[config.mk]
export PLATFORM = sky130hd
export DESIGN_NAME = spims_port
export DESIGN_NICKNAME = d
export VERILOG_FILES = /design/src/spims_pkg.sv /design/src/spims_port.sv
export VERILOG_INCLUDE_DIRS = /design/src
export SDC_FILE = /design/constraint.sdc
export NUM_CORES = 1
export LEC_CHECK = 0
export BUFFER_PORTS_ARGS = -buffer_cell sky130_fd_sc_hd__buf_2
export CORE_MARGIN = 5
export CORE_UTILIZATION = 24
export CTS_CLUSTER_SIZE = 28
export DETAILED_ROUTE_END_ITERATION = 6
export SKIP_LAST_GASP = 1
export SLEW_MARGIN = 10
export SYNTH_ARGS = -nofsm -noshare
export SYNTH_HDL_FRONTEND = slang
export SYNTH_SLANG_ARGS = --single-unit
[constraint.sdc]
create_clock -name clk -period 3.6 [get_ports clk]
set_clock_uncertainty 0.2 [all_clocks]
set_input_delay 0 -clock clk [delete_from_list [all_inputs] [get_ports clk]]
set_output_delay 0 -clock clk [all_outputs]
set_load 0.03 [all_outputs]
[src/spims_params.svh]
// Constants for the serial master/slave port
`ifndef SPIMS_PARAMS_SVH
`define SPIMS_PARAMS_SVH
`define SPIMS_BYTE_W 8
`define SPIMS_FIFO_DEPTH 16
`define SPIMS_HALF_MIN 7'h02
`define SPIMS_HALF_MAX 7'h40
`define SPIMS_RATE_LAST 3'h4
`define SPIMS_EDGE_LAST 4'hf
`define SPIMS_IDLE_BYTE 8'h00
`define SPIMS_CTRL_RST 9'h000
`endif

[src/spims_pkg.sv]
// Types shared by the serial master/slave port
package spims_pkg;
    // Control word as software writes it
    typedef struct packed {
        logic       en;
        logic       lsb_first;
        logic       master_select;
        logic       clock_phase_sel;
        logic       clock_polarity_sel;
        logic       select_pin_disable;
        logic [2:0] rate;
    } spims_ctrl_t;
    // Sticky status flags
    typedef struct packed {
        logic done;
        logic mode_fault_flag;
        logic write_collision_flag;
        logic receive_overrun_flag;
    } spims_stat_t;
    // Flag clear pulses
    typedef struct packed {
        logic done;
        logic mode_fault_flag;
        logic write_collision_flag;
        logic receive_overrun_flag;
    } spims_clr_t;
    typedef enum logic {MS_IDLE, MS_RUN} spims_mstate_t;
endpackage

[src/spims_port.sv]
// Serial master/slave port with receive stream FIFO
`timescale 1ns/1ps
`include "spims_params.svh"

// -------------------------------------------------
// Receive stream FIFO
// -------------------------------------------------
module spims_fifo #(
    parameter int W = `SPIMS_BYTE_W,
    parameter int DEPTH = `SPIMS_FIFO_DEPTH
) (
    // Clock and reset
    input wire logic clk,
    input wire logic rst_n,
    input wire logic ce,
    // Fill side
    input wire logic in_valid,
    output logic in_ready,
    input wire logic [W-1:0] in_data,
    // Drain side
    output logic out_valid,
    input wire logic out_ready,
    output logic [W-1:0] out_data
);
    localparam int AW = $clog2(DEPTH);
    logic [W-1:0] mem_q [DEPTH];
    logic [AW:0] wp_q, wp_d, rp_q, rp_d;
    logic push, pop;

    // Full and empty from pointers with wrap bit
    always_comb begin
        in_ready = !((wp_q[AW] != rp_q[AW]) && (wp_q[AW-1:0] == rp_q[AW-1:0]));
        out_valid = (wp_q != rp_q);
        out_data = mem_q[rp_q[AW-1:0]];
        push = ce && in_valid && in_ready;
        pop = ce && out_valid && out_ready;
        wp_d = push ? wp_q + 1'b1 : wp_q;
        rp_d = pop ? rp_q + 1'b1 : rp_q;
    end

    // Pointer registers
    always_ff @(posedge clk or negedge rst_n) begin
        if (!rst_n) begin
            wp_q <= '0;
            rp_q <= '0;
        end else begin
            wp_q <= wp_d;
            rp_q <= rp_d;
        end
    end

    // Storage, written on push only
    always_ff @(posedge clk) begin
        if (push) begin
            mem_q[wp_q[AW-1:0]] <= in_data;
        end
    end
endmodule

// -------------------------------------------------
// Port core
// -------------------------------------------------
// Functional notes
// - Master clock divides by 4 to 128
// - Rate code 000 is /4, above 100 /128
// - Master drives eight clock cycles per byte
// - Unselected slave floats its data output
// - Unselected slave ignores serial clock
// - Master with pin disable: no mode fault
// - Slave, phase 1 and disable: always selected
// - Phase 0: select falling edge starts byte
// - Phase picks first or second sampling edge
// - Data write loads shifter, read gives buffer
// - Master select chooses master or slave role
// - Master write to idle shifter starts transfer
// - Write during transfer flags collision, ignored
// - Byte end sets done flag and interrupt
// - Bit order selectable, MSB or LSB first
// - Completed byte moves into receive buffer
// - Byte before done cleared: overrun, kept
// - Slave counts clock edges, done after sixteen
// - Slave never starts a transfer itself
// - Late slave write sends zero byte
// - Master select low: fault, disable, slave
module spims_port (
    // Clock, reset, enable
    input wire logic clk,
    input wire logic rst_n,
    input wire logic ce,
    // Control and status
    input wire logic ctrl_we,
    input wire spims_pkg::spims_ctrl_t ctrl_wdata,
    output spims_pkg::spims_ctrl_t ctrl_rdata,
    input wire spims_pkg::spims_clr_t flag_clr,
    output spims_pkg::spims_stat_t stat,
    input wire logic irq_en,
    output logic irq,
    output logic ss_gpio_free,
    // Data access
    input wire logic dat_wr,
    output logic dat_wr_ready,
    input wire logic [7:0] dat_wdata,
    output logic [7:0] dat_rdata,
    // Received byte stream
    output logic rx_valid,
    input wire logic rx_ready,
    output logic [7:0] rx_data,
    // Serial pins
    input wire logic sck_i,
    output logic sck_o,
    output logic sck_oe,
    input wire logic mosi_i,
    output logic mosi_o,
    output logic mosi_oe,
    input wire logic miso_i,
    output logic miso_o,
    output logic miso_oe,
    input wire logic ss_n_i
);
    spims_pkg::spims_ctrl_t ctrl_q, ctrl_d;
    spims_pkg::spims_stat_t stat_q, stat_d;
    spims_pkg::spims_mstate_t state_q, state_d;
    logic [6:0] div_q, div_d, half;
    logic [3:0] ecnt_q, ecnt_d;
    logic [7:0] sh_q, sh_d, rxbuf_q, rxbuf_d, fin;
    logic smp_q, smp_d, sck_q, sck_d, txf_q, txf_d, armed_q, armed_d, mev_q, mev_d;
    logic [3:0] s1_q, s2_q, s3_q;
    logic selected, slave_act, edge_ev, bit_ev, lead, sample, in_bit, busy, last;
    logic wr_acc, coll, fault, push, fifo_rdy, outbit;

    // Shift one bit in, order per bit-order select
    function automatic logic [7:0] shin(input logic [7:0] v, input logic b, input logic lsb);
        shin = lsb ? {b, v[7:1]} : {v[6:0], b};
    endfunction

    // Two-flop synchronisers plus edge history: {sck, mosi, miso, ss_n}
    always_ff @(posedge clk or negedge rst_n) begin
        if (!rst_n) begin
            s1_q <= 4'h1;
            s2_q <= 4'h1;
            s3_q <= 4'h1;
        end else if (ce) begin
            s1_q <= {sck_i, mosi_i, miso_i, ss_n_i};
            s2_q <= s1_q;
            s3_q <= s2_q;
        end
    end

    // Decode of role, selection and clock edges
    always_comb begin
        half = (ctrl_q.rate > `SPIMS_RATE_LAST) ? `SPIMS_HALF_MAX
             : 7'(`SPIMS_HALF_MIN << ctrl_q.rate);
        selected = !s2_q[0] || (ctrl_q.clock_phase_sel && ctrl_q.select_pin_disable);
        slave_act = ctrl_q.en && !ctrl_q.master_select && selected;
        // Slave edges only from the master's clock while selected
        edge_ev = ctrl_q.master_select ? (state_q == spims_pkg::MS_RUN && div_q == half - 7'h01)
                : (slave_act && armed_q && (s2_q[3] != s3_q[3]));
        bit_ev = ctrl_q.master_select ? mev_q : edge_ev; // Master waits a cycle for synced data
        lead = !ecnt_q[0];
        sample = lead ^ ctrl_q.clock_phase_sel;
        in_bit = ctrl_q.master_select ? s2_q[1] : s2_q[2];
        busy = ctrl_q.master_select ? (state_q == spims_pkg::MS_RUN) : (ecnt_q != 4'h0);
        last = bit_ev && ecnt_q == `SPIMS_EDGE_LAST;
        fin = shin(sh_q, ctrl_q.clock_phase_sel ? in_bit : smp_q, ctrl_q.lsb_first);
        coll = busy || txf_q;
        dat_wr_ready = fifo_rdy || !ctrl_q.master_select;
        wr_acc = ce && dat_wr && dat_wr_ready;
        fault = ctrl_q.en && ctrl_q.master_select && !ctrl_q.select_pin_disable && !s2_q[0];
        outbit = ctrl_q.lsb_first ? sh_q[0] : sh_q[7];
    end

    // Next-state logic for the whole engine
    always_comb begin
        ctrl_d = ctrl_we ? ctrl_wdata : ctrl_q;
        stat_d = stat_q;
        state_d = state_q;
        div_d = div_q;
        ecnt_d = ecnt_q;
        sh_d = sh_q;
        smp_d = smp_q;
        sck_d = sck_q;
        txf_d = txf_q;
        armed_d = armed_q;
        mev_d = ctrl_q.master_select && edge_ev && !fault;
        rxbuf_d = rxbuf_q;
        push = 1'b0;
        // Software clears; hardware sets below override
        if (flag_clr.done) stat_d.done = 1'b0;
        if (flag_clr.mode_fault_flag) stat_d.mode_fault_flag = 1'b0;
        if (flag_clr.write_collision_flag) stat_d.write_collision_flag = 1'b0;
        if (flag_clr.receive_overrun_flag) stat_d.receive_overrun_flag = 1'b0;
        // Slave arming: phase 0 needs a select falling edge
        if (ctrl_q.clock_phase_sel) begin
            armed_d = 1'b1;
        end else if (!ctrl_q.master_select && s3_q[0] && !s2_q[0]) begin
            armed_d = 1'b1;
            ecnt_d = 4'h0;
        end
        if (!ctrl_q.master_select && !selected) begin
            ecnt_d = 4'h0;
        end
        // Data write: load shifter or flag a collision
        if (wr_acc) begin
            if (coll) begin
                stat_d.write_collision_flag = 1'b1;
            end else begin
                sh_d = dat_wdata;
                txf_d = 1'b1;
                if (ctrl_q.master_select && ctrl_q.en) begin
                    state_d = spims_pkg::MS_RUN;
                    div_d = 7'h00;
                    ecnt_d = 4'h0;
                end
            end
        end
        // Master clock divider
        if (state_q == spims_pkg::MS_RUN) begin
            div_d = edge_ev ? 7'h00 : div_q + 7'h01;
            if (edge_ev) sck_d = !sck_q;
        end else begin
            sck_d = ctrl_q.clock_polarity_sel;
        end
        // Bit engine on each serial clock edge
        if (bit_ev) begin
            ecnt_d = ecnt_q + 4'h1;
            if (last) begin
                sh_d = `SPIMS_IDLE_BYTE;
                txf_d = 1'b0;
                ecnt_d = 4'h0;
                state_d = spims_pkg::MS_IDLE;
                if (!ctrl_q.clock_phase_sel) armed_d = 1'b0;
                if (stat_q.done && !flag_clr.done) begin
                    stat_d.receive_overrun_flag = 1'b1;
                end else begin
                    rxbuf_d = fin;
                    stat_d.done = 1'b1;
                    push = 1'b1;
                end
            end else if (sample) begin
                smp_d = in_bit;
            end else if (ecnt_q != 4'h0) begin
                sh_d = shin(sh_q, smp_q, ctrl_q.lsb_first);
            end
        end
        // Mode fault drops the port out of master role
        if (fault) begin
            stat_d.mode_fault_flag = 1'b1;
            ctrl_d.en = 1'b0;
            ctrl_d.master_select = 1'b0;
            state_d = spims_pkg::MS_IDLE;
            ecnt_d = 4'h0;
            txf_d = 1'b0;
            push = 1'b0;
        end
    end

    // Engine registers
    always_ff @(posedge clk or negedge rst_n) begin
        if (!rst_n) begin
            ctrl_q <= `SPIMS_CTRL_RST;
            stat_q <= '0;
            state_q <= spims_pkg::MS_IDLE;
            div_q <= 7'h00;
            ecnt_q <= 4'h0;
            sh_q <= `SPIMS_IDLE_BYTE;
            smp_q <= 1'b0;
            sck_q <= 1'b0;
            txf_q <= 1'b0;
            armed_q <= 1'b0;
            mev_q <= 1'b0;
            rxbuf_q <= `SPIMS_IDLE_BYTE;
        end else if (ce) begin
            ctrl_q <= ctrl_d;
            stat_q <= stat_d;
            state_q <= state_d;
            div_q <= div_d;
            ecnt_q <= ecnt_d;
            sh_q <= sh_d;
            smp_q <= smp_d;
            sck_q <= sck_d;
            txf_q <= txf_d;
            armed_q <= armed_d;
            mev_q <= mev_d;
            rxbuf_q <= rxbuf_d;
        end
    end

    // Received bytes queue; full FIFO holds off master writes
    spims_fifo #(.W(`SPIMS_BYTE_W), .DEPTH(`SPIMS_FIFO_DEPTH)) u_fifo (
        .clk(clk),
        .rst_n(rst_n),
        .ce(ce),
        .in_valid(push),
        .in_ready(fifo_rdy),
        .in_data(fin),
        .out_valid(rx_valid),
        .out_ready(rx_ready),
        .out_data(rx_data)
    );

    // Pin drivers and status outputs
    always_comb begin
        ctrl_rdata = ctrl_q;
        stat = stat_q;
        dat_rdata = rxbuf_q;
        irq = irq_en && (stat_q.done || stat_q.mode_fault_flag);
        ss_gpio_free = ctrl_q.select_pin_disable && (ctrl_q.master_select || ctrl_q.clock_phase_sel);
        sck_o = sck_q;
        sck_oe = ctrl_q.en && ctrl_q.master_select;
        mosi_o = outbit;
        mosi_oe = ctrl_q.en && ctrl_q.master_select;
        miso_o = outbit;
        miso_oe = slave_act;
    end
endmodule

==> Word-level counts from Yosys, hierarchy flattened <==
Memory sizes are Yosys's and may differ from the RTL's.
Index checks and enable logic that the tools add are counted.
{ "op_classes": {"n_mux": 69, "magnitude_cmp": 1, "bitwise_logic": 3, "n_addsub": 5, "shifts": 1, "n_reduce_logical": 51, "n_eq_ne": 8} }
{ "op_table": {"columns": ["cell", "n"], "rows": [
  ["$mux W8", 8],
  ["$mux W1", 45],
  ["$mux W7", 6],
  ["$mux W4", 9],
  ["$logic_and A1 B1 Y1", 25],
  ["$reduce_and A4 Y1", 3],
  ["$add A5 B1 Y5 const B", 2],
  ["$logic_not A1 Y1", 9],
  ["$mux W9", 1],
  ["$reduce_and A2 Y1", 4],
  ["$reduce_bool A2 Y1", 4],
  ["$add A7 B1 Y7 const B", 1],
  ["$eq A7 B7 Y1", 1],
  ["$shl A2 B3 Y7 const A", 1],
  ["$sub A7 B1 Y7 const B", 1],
  ["$logic_or A1 B1 Y1", 5],
  ["$ne A5 B5 Y1", 1],
  ["$add A4 B1 Y4 const B", 1],
  ["$eq A4 B4 Y1", 1],
  ["$eq A4 B4 Y1 const B", 1],
  ["$reduce_bool A4 Y1", 1],
  ["$gt A3 B3 Y1 const B", 1],
  ["$ne A1 B1 Y1", 2],
  ["$ne A2 B1 Y1 const B", 1],
  ["other kinds (3)", 4]
]} }
{ "word_totals": {"out_inout_bits": 39, "mem_count": 1, "ramBits": 128, "input_bits": 32, "ff_bits": 68, "word_cells": 165} }
{ "memory_table": {"columns": ["name", "depth", "width", "read_ports", "rd_ports_with_merged_regs", "write_ports", "line_no", "text"], "rows": [
  ["u_fifo.mem_q", 16, 8, 1, 0, 1, "spims_port.sv:26", "logic [W-1:0] mem_q [DEPTH];"]
]} }

==> Logic depth before layout (Yosys ltp) <==
{ "depth": {"word_depth": 15, "ltp_mapped": 10, "ltp_nobuf": 9} }

==> Cells and area by module <==
Synthesis repeated with hierarchy kept, for this count alone.
{ "hier_totals": {"hier_cells": 593, "hier_area_um2": 8712.1} }
{ "by_module_without_submodules": {"columns": ["mod", "seq_area_each_um2", "cells_each", "n_inst", "area_each_um2"], "rows": [
  ["spims_fifo", 4093.9, 300, 1, 5693.0],
  ["spims_port", 1405.1, 293, 1, 3019.1]
]} }

==> Worst setup path before layout <==
No wires, ideal clock.
{ "synth_path": {"kind": "reg2reg", "from": "register ctrl_q, in the netlist ctrl_rdata[5]", "to": "memory u_fifo.mem_q[10][0] (netlist name) (enable)", "path_stages_with_launch": 8, "path_buffers": 2, "path_slack_ps": 336, "period_less_slack_ps": 3264, "t_required_ps": 3017, "arrival_time_ps": 2681, "setup_time_ps": 383, "cell_sequence": "dfrtp_1 > buf_2 > a21boi_4 > o41ai_4 > nand4_4 > or3_1 > buf_2 > nor3_1"} }
{ "synth_between": {"elab_chain_cells": 15} }
{ "synth_rtl": {"columns": ["item", "line_no", "text"], "rows": [
  ["start, declared", "spims_port.sv:120", "spims_pkg::spims_ctrl_t ctrl_q, ctrl_d;"],
  ["start signal, assigned", "spims_port.sv:260", "ctrl_q <= `SPIMS_CTRL_RST;"],
  ["start signal, assigned", "spims_port.sv:273", "ctrl_q <= ctrl_d;"],
  ["$logic_and A1 B1 Y1 *", "spims_port.sv:153", "selected = !s2_q[0] || (ctrl_q.clock_phase_sel && ctrl_q.select_pin_disable);"],
  ["$logic_or A1 B1 Y1 *", "spims_port.sv:153", null],
  ["$logic_and A1 B1 Y1 *", "spims_port.sv:154", "slave_act = ctrl_q.en && !ctrl_q.master_select && selected;"],
  ["$logic_and A1 B1 Y1 * (2 in series)", "spims_port.sv:157", ": (slave_act && armed_q && (s2_q[3] != s3_q[3]));"],
  ["$mux W1 *", "spims_port.sv:156", "edge_ev = ctrl_q.master_select ? (state_q == spims_pkg::MS_RUN && div_q == half - 7'h01)"],
  ["$mux W1 *", "spims_port.sv:158", "bit_ev = ctrl_q.master_select ? mev_q : edge_ev;"],
  ["$logic_and A1 B1 Y1 (no line)", null, null],
  ["$mux W1", "spims_port.sv:226", "if (last) begin"],
  ["$mux W1 *", "spims_port.sv:224", "if (bit_ev) begin"],
  ["$mux W1 *", "spims_port.sv:246", "if (fault) begin"],
  ["$logic_and A1 B1 Y1 * (2 in series)", "spims_port.sv:35", "push = ce && in_valid && in_ready;"],
  ["$mux W1 *", "spims_port.sv:54", "if (push) begin"],
  ["$mux W1 (not written as such) *", "spims_port.sv:55", "mem_q[wp_q[AW-1:0]] <= in_data;"],
  ["end, declared", "spims_port.sv:26", null]
]} }
Every way passes the cells marked *; elsewhere a longest branch is shown, timed or not.

==> Final worst setup path <==
{ "layout_path": {"from": "register u_fifo.wp_q[3]", "to": "memory u_fifo.mem_q[0][6] (netlist name) (enable)"} }
{ "layout_between": {"elab_chain_cells": 6} }
{ "layout_rtl": {"columns": ["item", "line_no", "text"], "rows": [
  ["start, declared", "spims_port.sv:27", "logic [AW:0] wp_q, wp_d, rp_q, rp_d;"],
  ["start signal, assigned", "spims_port.sv:47", "wp_q <= wp_d;"],
  ["$eq A4 B4 Y1", "spims_port.sv:32", "in_ready = !((wp_q[AW] != rp_q[AW]) && (wp_q[AW-1:0] == rp_q[AW-1:0]));"],
  ["$logic_and A1 B1 Y1", "spims_port.sv:32", null],
  ["$logic_not A1 Y1", "spims_port.sv:32", null],
  ["$logic_and A1 B1 Y1", "spims_port.sv:35", null],
  ["$mux W1", "spims_port.sv:54", null],
  ["$mux W1 (not written as such)", "spims_port.sv:55", null]
]} }
Parallel ways exist; a longest one is shown, timed or not.

==> qor.txt <==
Final Max Slew Viols: 0
Ranking of synthesized cells by area: edfxtp_1, dfrtp_1, mux4_2
Unrepaired setup endpoints after global routing: no
Comb power frac: 31.1%
Area of the core: 0.0356 sq mm
Antenna violations before repair: 0
1st-pass router iterations: 5
Ant. Diodes: 0
Min-delay src: ctrl_we
CP required: 3460 ps
Worst setup margin: 495 ps
Setup_tns: 0 ps
Synth Area in Adders: 1.30%
Setup violation total in the final timing report: 0
Worst Setup SP: u_fifo.wp_q[3]
Kind of critical path: reg -> reg
Layout cells sized above 1: 32.1%
Largest net degree at the start of global routing: 54
Synth Area in Compound Gates: 7.06%
Cell taking the most area after synthesis: edfxtp_1
Post-synth EDFFs: 128
Fin Hold WS: -1.11 ps
M1 wire length: 8620 um
Die width: 200 um
Routed met2 length: 9910 um
Gp weighted congestion: 0.776
Clock network power share: 28.2%
CTS H-tree lvls: 4
DRC viols: 0
Final nets: 705
Max-Cap Viols: 0
CTS tree: done
Std cell rows: 69
Later-pin clock latency in the skew report: 440 ps
Count of state elements after synthesis: 194
TritonCTS buffer count: 17
Final min period: 3110 ps
Share of the synthesized area in the top cell type: 44.5%
Max Freq: 322 MHz
Fill cells: 3,526
Critical Path Start Type: register
Max_slew headroom: 49.5%
Maximum fanout along the worst path: 16
Mean Syn Cell Area: 15.8 sq um
Sw Ratio: 34.4%
Routed vias: 5,060
Sequential cell area fraction in the yosys report: 63.7%
Commonest cells in the synthesized netlist: edfxtp_1, dfrtp_1, mux4_2, nand2_1, mux2_2
Xor/xnor share of the synthesized area: 1.93%
Synth Net Count: 586
Met3 WL: 897 um
GR Overflow Total: 0
Die height: 200 um
Total track usage: 10.2%
Worst R2R Start: u_fifo.wp_q[3]
Main combinational cell family by area after synthesis: multiplexers
Area growth, synth to finish: 23.3%
Vias per cell: 4.45
Io pins: 71
Psw: 2.43 mW
Max VDD drop: 391 uV
Final Hold Viols: 1
Simple-gate area share of the yosys netlist: 8.18%
Share of flip-flops with an asynchronous set or reset: 34.0%
Power per standard cell area: 664 mW/mm^2
DP Wirelength: 13,200 um
Number of global-route vias before repair: 5,332
Multiplexer share of the synthesized area: 15.7%
Cell variety after synth: 60
Status: complete, but fails checks
Antenna-violating nets left: 0
Total number of yosys warnings: 0
Clock Pin Slew Worst Setup and Hold Paths: 70 ps
First-pass GRT wire length: 31,000 um
Flop pwr share: 40.7%
Failing checks: negative hold slack
Die area: 0.0399 sq mm
CP Capture Type: register
Critical Path AT: 2970 ps
Initial core utilization: 24.3%
Root Driver: clkbuf_16
Post-Route WL: 19,600 um
Cell with the most instances after synthesis: edfxtp_1
Max Root-Sink Buffers: 2
Drt initial violations: 305
HP Class: in -> reg
Synth Cell Area: 0.00863 sq mm
Most common flop cell mapped by yosys: edfxtp_1
Slew of the pin with the lowest slew margin: 747 ps
Input/output buffers: 70
Post-CTS setup buffer count: 0
Post-Place Setup Slack: 491 ps
Uppermost routed layer: met4
TritonCTS Sinks: 194
Drt wl/cell: 17.2 um
Cell internal pwr: 4.64 mW
Final period utilization: 86.3%
Synth Instances: 545
Leakage: 3.91 nW
[flip-flops by register name (all words and copies together), names as in the netlist]
name and flops:
dat_rdata 8, txf_q 1, s2_q 4, s3_q 2
u_fifo.wp_q 5, u_fifo.rp_q 5, stat 4, ctrl_rdata 9
s1_q 4, mev_q 1, u_fifo.mem_q 128, sck_o 1
smp_q 1, armed_q 1, state_q 1, sh_q 8
div_q 7, ecnt_q 4
[worst max-delay path, cell delays in order, from the launching register on]
cell	delay (ps)
dfrtp_1	740
xnor2_1	170
and4_1	250
and2_1	210
or3_1	540
nor4b_4	640
[worst paths after layout]
| kind | to | slack [ps] | cells after the start |
|---|---|---|---|
| hold reg to reg | stat[0] | 290 | 2 |
| setup reg to reg | u_fifo.mem_q[0][6] | 490 | 5 |
| max in group asynchronous | sh_q[5] | 1700 | 4 |
| setup / recovery | u_fifo.mem_q[0][6] | 490 | 5 |
| hold / removal | ctrl_rdata[7] | -1 | 3 |
| min in group asynchronous | ctrl_rdata[7] | 470 | 4 |
[area by class of cell]
type | instances | area [sq um] | share of cell area (%)
Sequential cell | 194 | 5500 | 51.7
Multi-Input combinational cell | 308 | 2950 | 27.7
Clock inverter | 15 | 223 | 2.09
Timing Repair Buffer | 131 | 923 | 8.68
Inverter | 12 | 45.0 | 0.423
Clock buffer | 17 | 425 | 4.00
Tap cell | 461 | 577 | 5.42
[placed cells by master, fill, tap and decap left out, drive strengths merged, types with 17 or more instances in the layout]
cell type,instances
clkbuf,17
mux2,34
buf,90
o21ai,22
dfrtp,63
edfxtp,128
mux4,40
inv,19
nand2,40
dlygate4sd3,41
[logic make-up (layout without fill, tap and decap cells)]
| family | count (synthesis) | in the layout |
|---|---|---|
| flops | 194 | 194 |
| xor+xnor | 19 | 19 |
| fa+ha+maj | 9 | 9 |
| mux | 81 | 81 |
| simple gates | 119 | 119 |
| buf+inv | 43 | 175 |
| compound gates | 80 | 80 |
[power by group through the flow]
stage / combinational [mW] / sequential [mW] / clock (mW)
6_report: 2.20 / 2.87 / 2.00
2_1_floorplan: 1.53 / 2.90 / 0
4_1_cts: 2.26 / 2.87 / 2.05
3_3_place_gp: 2.19 / 2.91 / 0
3_5_place_dp: 2.22 / 2.92 / 0
5_1_grt: 2.40 / 2.90 / 2.15
[metrics by stage]
stage	instances	total power, mW	utilization, %	instance area, sq um
after floorplan	545	4.42	-	8630
after global placement	1065	5.10	26.9	9580
after detailed placement	1065	5.13	26.9	9580
after CTS	1138	7.19	29.9	10600
after global routing	1138	7.45	29.9	10600
final	1138	7.07	29.9	10600
[layer usage]
layer	vias to the layer above	GRT usage, %
li1	2373	-
met1	2570	13.3
met2	109	17.0
met3	8	2.75
met4	0	2.11
met5	-	0
[what timing repair did]
action,4_1_cts,5_1_grt
hold buffers,41,0
gates resized for setup,0,0
hold endpoints to repair,109,0
(Power assumes the default switching activity.)
